File: config.mk
export PLATFORM = sky130hd
export DESIGN_NAME = vas_top
export DESIGN_NICKNAME = d
export VERILOG_FILES = /design/src/pkg/vas_pkg.sv /design/src/rtl/vas_top.sv
export SDC_FILE = /design/constraint.sdc
export NUM_CORES = 2
export LEC_CHECK = 0
export BUFFER_PORTS_ARGS = -buffer_cell sky130_fd_sc_hd__clkbuf_2
export CORE_ASPECT_RATIO = 1.5
export CORE_MARGIN = 2
export CORE_UTILIZATION = 45
export DETAILED_ROUTE_END_ITERATION = 16
export PLACE_DENSITY = 0.7
export SYNTH_ARGS = -nofsm -noshare
export SYNTH_HDL_FRONTEND = slang
export SYNTH_HIERARCHICAL = 1
export SYNTH_SLANG_ARGS = --single-unit
File: constraint.sdc
create_clock -name CLK -period 14.55 [get_ports CLK]
set_input_delay 2.1825 -clock CLK [delete_from_list [all_inputs] [get_ports CLK]]
set_output_delay 2.1825 -clock CLK [all_outputs]
set_load 0.01 [all_outputs]
File: src/pkg/vas_pkg.sv
package vas_pkg;
  localparam int LANES = 4;
  localparam int IN_W = 16;
  localparam int FULL_W = 17;
  localparam int OUT_W = 16;
  localparam int CALC_W = 20;
  localparam int LATENCY = 3;
  localparam bit MAX_PERF = 1'b0;
  localparam int FIFO_DEPTH = 16;
  localparam int CNT_W = 5;
  localparam int CTRL_W = 11;

  localparam logic [11:0] CTRL_ADDR = 12'h000;
  localparam logic [11:0] STATUS_ADDR = 12'h004;
  localparam logic [11:0] COUNT_ADDR = 12'h008;
  localparam logic [CTRL_W-1:0] CTRL_RST = 11'h000;
  localparam int STAT_FULL_BIT = 5;
  localparam int STAT_RDY_BIT = 6;
  localparam int STAT_OVF_BIT = 7;

  typedef enum logic [1:0] {
    VAS_OP_ADD = 2'b00,
    VAS_OP_SUB = 2'b01,
    VAS_OP_SEL = 2'b10
  } vas_op_e;

  typedef enum logic [1:0] {
    VAS_Q_TRUNC = 2'b00,
    VAS_Q_RND_INF = 2'b01,
    VAS_Q_RND_EVEN = 2'b10
  } vas_quant_e;

  typedef enum logic [1:0] {
    VAS_OV_WRAP = 2'b00,
    VAS_OV_SAT = 2'b01,
    VAS_OV_FLAG = 2'b10
  } vas_ovf_e;

  // Packs onto CTRL bits [10:0], op in the low bits
  typedef struct packed {
    logic in_signed;
    logic [1:0] drop;
    vas_ovf_e ovf;
    vas_quant_e quant;
    logic out_signed;
    logic user_prec;
    vas_op_e op;
  } vas_ctrl_s;

  typedef struct packed {
    logic [LANES-1:0] sub;
    logic [LANES-1:0] cin;
    logic [LANES-1:0][IN_W-1:0] a;
    logic [LANES-1:0][IN_W-1:0] b;
  } vas_in_s;

  typedef struct packed {
    logic [LANES-1:0] cout;
    logic [LANES-1:0][FULL_W-1:0] res;
  } vas_out_s;
endpackage

File: src/rtl/vas_top.sv
// Chosen here: the address map and register access over APB.

module vas_fifo #(
  parameter int WIDTH = 8,
  parameter int DEPTH = 16,
  parameter int CW = 5
) (
  input wire logic clk,
  input wire logic rst,
  input wire logic in_valid,
  output logic in_ready,
  input wire logic [WIDTH-1:0] in_data,
  output logic out_valid,
  input wire logic out_ready,
  output logic [WIDTH-1:0] out_data,
  output logic [CW-1:0] count
);
  localparam int AW = $clog2(DEPTH);
  logic [WIDTH-1:0] mem [DEPTH];
  logic [AW-1:0] wp_r;
  logic [AW-1:0] rp_r;
  logic [CW-1:0] cnt_r;
  wire logic push = in_valid && in_ready;
  wire logic pop = out_valid && out_ready;

  assign in_ready = cnt_r != CW'(DEPTH);
  assign out_valid = cnt_r != '0;
  assign out_data = mem[rp_r];
  assign count = cnt_r;

  always_ff @(posedge clk) begin
    if (push) begin
      mem[wp_r] <= in_data;
    end
  end

  always_ff @(posedge clk or posedge rst) begin
    if (rst) begin
      wp_r <= '0;
      rp_r <= '0;
      cnt_r <= '0;
    end else begin
      if (push) begin
        wp_r <= wp_r + AW'(1);
      end
      if (pop) begin
        rp_r <= rp_r + AW'(1);
      end
      cnt_r <= cnt_r + CW'(push) - CW'(pop);
    end
  end
endmodule // vas_fifo

module vas_top (
  input wire logic CLK,
  input wire logic RST,
  input wire logic PSEL,
  input wire logic PENABLE,
  input wire logic PWRITE,
  input wire logic [11:0] PADDR,
  input wire logic [31:0] PWDATA,
  output logic [31:0] PRDATA,
  output logic PREADY,
  output logic PSLVERR,
  input wire logic IN_VALID,
  output logic IN_READY,
  input wire vas_pkg::vas_in_s IN_DATA,
  output logic OUT_VALID,
  input wire logic OUT_READY,
  output vas_pkg::vas_out_s OUT_DATA
);
  localparam int NSH = vas_pkg::MAX_PERF ? vas_pkg::LATENCY - 1 : vas_pkg::LATENCY;
  localparam int OW = vas_pkg::FULL_W + 2;

  vas_pkg::vas_ctrl_s ctrl_r;
  logic ovf_seen_r;
  logic [31:0] done_cnt_r;
  logic [31:0] prdata_r;
  logic pslverr_r;
  logic pready_r;
  logic in_ready_r;
  logic out_valid_r;
  vas_pkg::vas_out_s out_data_r;
  vas_pkg::vas_in_s core_in;
  logic core_v;
  vas_pkg::vas_out_s core_out;
  logic [vas_pkg::LANES-1:0] core_ovf;
  vas_pkg::vas_out_s stage_r [NSH];
  logic [NSH-1:0] stage_v_r;
  logic fifo_in_ready;
  logic fifo_out_valid;
  vas_pkg::vas_out_s fifo_dout;
  logic [vas_pkg::CNT_W-1:0] fifo_cnt;

  wire logic acc = IN_VALID && in_ready_r;
  wire logic fifo_push = stage_v_r[NSH-1];
  wire logic fifo_pop = fifo_out_valid && (!out_valid_r || OUT_READY);
  wire logic apb_setup = PSEL && !PENABLE;
  wire logic apb_wr = PSEL && PENABLE && PWRITE && pready_r;

  function automatic logic mapped(input logic [11:0] addr);
    mapped = addr == vas_pkg::CTRL_ADDR || addr == vas_pkg::STATUS_ADDR || addr == vas_pkg::COUNT_ADDR;
  endfunction

  // Returns {ovf, cout, result} for one lane
  function automatic logic [OW-1:0] lane_calc(
    input logic [vas_pkg::IN_W-1:0] a,
    input logic [vas_pkg::IN_W-1:0] b,
    input logic sub_in,
    input logic cin,
    input vas_pkg::vas_ctrl_s c
  );
    logic signed [vas_pkg::CALC_W-1:0] ea;
    logic signed [vas_pkg::CALC_W-1:0] eb;
    logic signed [vas_pkg::CALC_W-1:0] v;
    logic signed [vas_pkg::CALC_W-1:0] q;
    logic signed [vas_pkg::CALC_W-1:0] half;
    logic signed [vas_pkg::CALC_W-1:0] hi;
    logic signed [vas_pkg::CALC_W-1:0] lo;
    logic [vas_pkg::OUT_W-1:0] r;
    logic sub;
    logic ov;
    logic co;
    logic [vas_pkg::FULL_W-1:0] res;
    ea = c.in_signed ? vas_pkg::CALC_W'(signed'(a)) : vas_pkg::CALC_W'({1'b0, a});
    eb = c.in_signed ? vas_pkg::CALC_W'(signed'(b)) : vas_pkg::CALC_W'({1'b0, b});
    sub = c.op == vas_pkg::VAS_OP_SUB || (c.op == vas_pkg::VAS_OP_SEL && sub_in == 1'b1);
    // Operands are integers, so carry-in only hinges on the precision mode
    v = (sub ? ea - eb : ea + eb) + vas_pkg::CALC_W'(c.user_prec & cin);
    half = c.drop == 2'h0 ? '0 : vas_pkg::CALC_W'(1) <<< (c.drop - 2'h1);
    if (c.drop == 2'h0) begin
      q = v;
    end else begin
      case (c.quant)
        // Every term stays signed at lane width so the shift keeps the sign
        vas_pkg::VAS_Q_RND_INF: q = v[vas_pkg::CALC_W-1] ? (v + half - vas_pkg::CALC_W'(1)) >>> c.drop
          : (v + half) >>> c.drop;
        vas_pkg::VAS_Q_RND_EVEN: q = (v + half - vas_pkg::CALC_W'(1)
          + signed'(vas_pkg::CALC_W'(v[c.drop]))) >>> c.drop;
        default: q = v >>> c.drop;
      endcase
    end
    hi = c.out_signed ? vas_pkg::CALC_W'(20'sh07fff) : vas_pkg::CALC_W'(20'sh0ffff);
    lo = c.out_signed ? vas_pkg::CALC_W'(20'shf8000) : '0;
    ov = q > hi || q < lo;
    if (ov && c.ovf == vas_pkg::VAS_OV_SAT) begin
      r = q > hi ? hi[vas_pkg::OUT_W-1:0] : lo[vas_pkg::OUT_W-1:0];
    end else begin
      // Flag mode keeps wrap hardware; the sticky bit is set on overflow in every ovf mode, wrap included
      r = q[vas_pkg::OUT_W-1:0];
    end
    // User precision only here; full precision mode bypasses this and stays full width
    if (c.user_prec) begin
      res = c.out_signed ? {r[vas_pkg::OUT_W-1], r} : {1'b0, r};
    end else begin
      res = v[vas_pkg::FULL_W-1:0];
      ov = 1'b0;
    end
    co = c.user_prec && !c.in_signed && !c.out_signed && c.drop == 2'h0 && v[vas_pkg::OUT_W];
    lane_calc = {ov, co, res};
  endfunction

  generate
    if (vas_pkg::MAX_PERF) begin : g_inreg
      vas_pkg::vas_in_s in_r;
      logic in_v_r;
      // Operand register inside the core; excess delay follows the output register
      always_ff @(posedge CLK or posedge RST) begin
        if (RST) begin
          in_r <= '0;
          in_v_r <= 1'b0;
        end else begin
          in_r <= IN_DATA;
          in_v_r <= acc;
        end
      end
      assign core_in = in_r;
      assign core_v = in_v_r;
    end else begin : g_noreg
      assign core_in = IN_DATA;
      assign core_v = acc;
    end
  endgenerate

  genvar gi;
  generate
    for (gi = 0; gi < vas_pkg::LANES; gi++) begin : g_lane
      logic [OW-1:0] lr;
      assign lr = lane_calc(core_in.a[gi], core_in.b[gi], core_in.sub[gi], core_in.cin[gi], ctrl_r);
      assign core_out.res[gi] = lr[vas_pkg::FULL_W-1:0];
      assign core_out.cout[gi] = lr[vas_pkg::FULL_W];
      assign core_ovf[gi] = lr[vas_pkg::FULL_W+1];
    end
  endgenerate

  // Single output register after the arithmetic, then the delay line
  always_ff @(posedge CLK or posedge RST) begin
    if (RST) begin
      stage_r[0] <= '0;
      stage_v_r[0] <= 1'b0;
    end else begin
      stage_r[0] <= core_out;
      stage_v_r[0] <= core_v;
    end
  end

  genvar gk;
  generate
    for (gk = 1; gk < NSH; gk++) begin : g_delay
      always_ff @(posedge CLK or posedge RST) begin
        if (RST) begin
          stage_r[gk] <= '0;
          stage_v_r[gk] <= 1'b0;
        end else begin
          stage_r[gk] <= stage_r[gk-1];
          stage_v_r[gk] <= stage_v_r[gk-1];
        end
      end
    end
  endgenerate

  vas_fifo #(
    .WIDTH($bits(vas_pkg::vas_out_s)),
    .DEPTH(vas_pkg::FIFO_DEPTH),
    .CW(vas_pkg::CNT_W)
  ) u_fifo (
    .clk(CLK),
    .rst(RST),
    .in_valid(fifo_push),
    .in_ready(fifo_in_ready),
    .in_data(stage_r[NSH-1]),
    .out_valid(fifo_out_valid),
    .out_ready(!out_valid_r || OUT_READY),
    .out_data(fifo_dout),
    .count(fifo_cnt)
  );

  // The pipeline cannot stall, so room for every sample in flight is reserved
  always_ff @(posedge CLK or posedge RST) begin
    if (RST) begin
      in_ready_r <= 1'b0;
    end else begin
      in_ready_r <= 32'(fifo_cnt) + vas_pkg::LATENCY + 2 <= vas_pkg::FIFO_DEPTH;
    end
  end

  always_ff @(posedge CLK or posedge RST) begin
    if (RST) begin
      out_valid_r <= 1'b0;
      out_data_r <= '0;
    end else if (!out_valid_r || OUT_READY) begin
      out_valid_r <= fifo_out_valid;
      out_data_r <= fifo_dout;
    end
  end

  always_ff @(posedge CLK or posedge RST) begin
    if (RST) begin
      ctrl_r <= vas_pkg::CTRL_RST;
    end else if (apb_wr && PADDR == vas_pkg::CTRL_ADDR) begin
      ctrl_r <= vas_pkg::vas_ctrl_s'(PWDATA[vas_pkg::CTRL_W-1:0]);
    end
  end

  // Write one clears; a new overflow in the same cycle wins
  always_ff @(posedge CLK or posedge RST) begin
    if (RST) begin
      ovf_seen_r <= 1'b0;
    end else if (core_v && |core_ovf) begin
      ovf_seen_r <= 1'b1;
    end else if (apb_wr && PADDR == vas_pkg::STATUS_ADDR && PWDATA[vas_pkg::STAT_OVF_BIT]) begin
      ovf_seen_r <= 1'b0;
    end
  end

  always_ff @(posedge CLK or posedge RST) begin
    if (RST) begin
      done_cnt_r <= '0;
    end else if (out_valid_r && OUT_READY) begin
      done_cnt_r <= done_cnt_r + 32'h1;
    end
  end

  always_ff @(posedge CLK or posedge RST) begin
    if (RST) begin
      prdata_r <= '0;
      pslverr_r <= 1'b0;
      pready_r <= 1'b0;
    end else begin
      pready_r <= 1'b1;
      if (apb_setup) begin
        pslverr_r <= !mapped(PADDR);
        case (PADDR)
          vas_pkg::CTRL_ADDR: prdata_r <= 32'(ctrl_r);
          vas_pkg::STATUS_ADDR: prdata_r <= {24'h0, ovf_seen_r, in_ready_r,
            fifo_cnt == vas_pkg::CNT_W'(vas_pkg::FIFO_DEPTH), fifo_cnt};
          vas_pkg::COUNT_ADDR: prdata_r <= done_cnt_r;
          default: prdata_r <= '0;
        endcase
      end
    end
  end

  assign PRDATA = prdata_r;
  assign PSLVERR = pslverr_r;
  assign PREADY = pready_r;
  assign IN_READY = in_ready_r;
  assign OUT_VALID = out_valid_r;
  assign OUT_DATA = out_data_r;

  localparam int LAT_A = vas_pkg::LATENCY;
  logic [vas_pkg::FULL_W-1:0] exp_add0;
  logic [vas_pkg::FULL_W-1:0] exp_sub0;
  assign exp_add0 = vas_pkg::FULL_W'(signed'(IN_DATA.a[0])) + vas_pkg::FULL_W'(signed'(IN_DATA.b[0]));
  assign exp_sub0 = vas_pkg::FULL_W'(signed'(IN_DATA.a[0])) - vas_pkg::FULL_W'(signed'(IN_DATA.b[0]));
endmodule // vas_top

==> qor.yml <==
synth.lib_cells_used.distinct: 126
coreArea_um2: 179000
synthMostInstantiatedCell: "edfxtp_1"
startpoint_type: "primary input"
detail_route.first_pass.iterations: 6
cpPeakStageDelay_ps: 690
postLayoutSetupSlackWorst_ps: 2290
asyncSetResetFlopFracSynth_pct: 25.0
timing.critical_path.required_ps: 15140
wire_length_of_the_first_global_routing_pass_um: 341000
power.combinational.fraction_pct: 32.9
setup_repair_after_global_routing_missed_its_margin: "no"
report.final.setup_viol: 0
path_max_fanout: 15
yosysTopAreaCell: "edfxtp_1"
htreeDepth: 4
yosys.area_share.xor_xnor_pct: 4.65
synth-edff-count: 1152
sum_of_negative_setup_slack_ps: 0
worst_path_max_delay_cell: "nor3_1"
yosys-mux-area-fraction_pct: 10.2
outcome: "finished, final reports clean"
cts_resized: 0
worst-r2r-cell-count: 41
hold_viol_final: 0
critical_setup_path_class: "in -> reg"
wirelength_um: 226000
cell_internal_pwr_mw: 9.12
p_leak_nw: 32.2
cts_setup_buffers: 0
chipHeight_um: 524
area_growth_pct: 10.2
cp_common_cell: "inv_1"
routedWlPerCell_um: 24.3
gp_routability_congestion: 0.929
synth_largest_type_area_fraction_pct: 42.7
holdCritPathClass: "reg -> reg"
maxCapViolations: 0
start_util_pct: 45.4
vias_per_cell: 6.21
vias: 57800
synthTopCellsByArea: "edfxtp_1 43%, dfrtp_1 12%, mux4_2 4.6%, mux2i_1 4.3%, xnor2_1 2.9%"
antenna_found_initial: 7
critical_path_sink_type: "register"
chipWidth_um: 351
synth-seq-cells: 1536
hold-path-cell-count: 0
layout-drive-gt1-share_pct: 14.6
hold_buffers: 0
synth_warnings: 6
design.portCount: 295
syn_avg_cell_area_um2: 12.3
power.density_nw_per_um2: 156
tritoncts: "built"
cts.sinks: 1536
clock_latency_ps: 780
measured_slew_at_the_worst_slew_check_pin_ps: 1140
synthAdderAreaFrac_pct: 2.57
numCtsBuffers: 138
placement_rows: 190
clock_power_share_pct: 26.0
netSwitchingFraction_pct: 34.7
post_synth_and_or_nand_nor_area_fraction_pct: 10.9
fp.dieArea_um2: 184000
synth_sequential_area_ratio_pct: 54.5
buffer_ports.inserted: 273
vias_in_the_first_global_route: 56800
post-route-min-period_ps: 12260
timing_max_transition_violations_final: 0
gr-total-overflow: 0
net-switching-power_mw: 4.84
ys_dominant_reg_cell: "edfxtp_1"
syn-cell-area_um2: 81100
clock_transition_at_the_register_clock_pins_on_the_worst_setup_and_hold_paths_after_cts_ps: 70
ys_top_cells_by_count: "1,152 x edfxtp_1, 479 x nand2_1, 384 x dfrtp_1"
detail_route.drc_violations: 0
holdCritStartpoint: "stage_r[184]"
netlist_instances: 6620
fmax_mhz: 81.5
post-place-ws_ps: 1810
master_cell_of_the_clock_root_buffer: "clkbuf_16"
compound_gate_fraction_of_synth_area_pct: 14.7
initialDrtViolationCount: 5156
instances_no_fill: 9304
grt.total_usage_pct: 24.2
ff2ff_setup_slack_ps: 2850
timing.hold.worst_endpoint: "stage_r[112]"
r2r-end: "stage_r[197]"
dp.final_hpwl_um: 148000
clock-skew-final_ps: 33.0
antenna_left: 0
vdd.ir_drop.worst_uv: 120
largest_family_of_logic_cells_by_synthesized_area: "compound AO/OA/AOI/OAI gates"
pwr-share-seq_pct: 41.2
cp_data_arrival_time_ps: 12860
final.period_utilization_pct: 84.3
cts-root-to-sink-buffers: 3
layout.nets: 7131
grt_max_degree: 133
timing.slew.headroom_pct: 23.2
place.detailed.instances: 9043
rr_startpoint: "ctrl_r[1]"
## worst max path at each step
stage / to / start / cells after the start
after floorplan: IN_READY / RST / 1
after global placement: stage_r[195] / IN_DATA[135] / 40
after detailed placement: stage_r[195] / IN_DATA[135] / 40
after CTS: stage_r[199] / IN_DATA[135] / 40
after global routing: stage_r[199] / IN_DATA[135] / 40
final: stage_r[197] / IN_DATA[135] / 40
## sequential cells by signal, summed over array words and instances (netlist names), 2 cells and up
name	flops
u_fifo/count	5
stage_v_r	2
PRDATA	32
ctrl_r	11
OUT_DATA	72
done_cnt_r	32
u_fifo/rp_r	4
u_fifo/wp_r	4
u_fifo/mem	1152
stage_r	216
## cell type report
type                            instances  area (um2)
Fill cell                           15400       89400
Inverter                              135         514
Clock inverter                         67         674
Timing Repair Buffer                  373        2130
Sequential cell                      1536       44200
Antenna cell                            4        10.0
Clock buffer                          190        3870
Multi-Input combinational cell       4599       35000
Tap cell                             2400        3000
## worst max-delay path: cells and delay by family
kind                       cells  cell delay [ps]
and+or+nand+nor               11             3340
adders and majority gates      4             1400
muxes                          1              390
AOI/OAI and AO/OA             16             4180
xor gates and xnor gates       1              590
buffers and inverters          7              740
## cells in the final DEF, fill, tap and decap left out, types with 29 or more instances in the layout
master     instances
nand2b_1          47
nor3_1           150
nand3_1          149
a211oi_1          86
xnor2_1          266
nand2_1          478
a21o_1            64
inv_1            130
edfxtp_1        1152
or2_2             29
dfrtp_1          375
clkbuf_1          33
a221oi_1         157
nand4_1           71
a211o_1           38
buf_4             99
a22oi_1           96
nor2_1           365
xor2_1           134
or3_1             75
clkbuf_2         274
and2_1            66
ha_1             152
o21ai_0          341
mux2_2            86
o211a_1           35
o211ai_1          89
nor2b_1           30
clkbuf_16        143
a21oi_1          251
o31ai_1           32
a31oi_1           61
and3_1            57
o21a_1            33
nor4_1            63
o221ai_1          32
mux4_2           165
mux2i_1          350
## kinds of logic after synthesis
logic type / after synthesis
buf+inv: 488
simple gates: 1755
flops: 1536
compound gates: 1661
xor+xnor: 413
other cells: 2
mux: 604
fa+ha+maj: 161
## per-stage QoR
stage	cell area [um2]	total power [mW]	utilization, %	hold slack [ps]
final	89400	14.0	50.0	345
after global routing	89400	14.6	50.0	348
after CTS	89400	14.0	50.0	344
after detailed placement	84900	10.4	47.5	335
after global placement	84900	10.3	47.5	332
after floorplan	81100	8.98	-	331
## power by group through the flow
stage	registers, mW	logic (mW)	clock network [mW]
6_report	5.74	4.59	3.63
4_1_cts	5.75	4.58	3.69
5_1_grt	5.81	4.96	3.85
3_5_place_dp	5.84	4.56	0
2_1_floorplan	5.66	3.32	0
3_3_place_gp	5.80	4.47	0
## per-layer routing
metal,track usage [%],part of all wire (%)
met1,29.9,39
met2,42.4,50
met4,10.5,4.3
met3,3.03,6.5
met5,0,0.0049
Note: power is estimated with default switching activity, not from simulation.
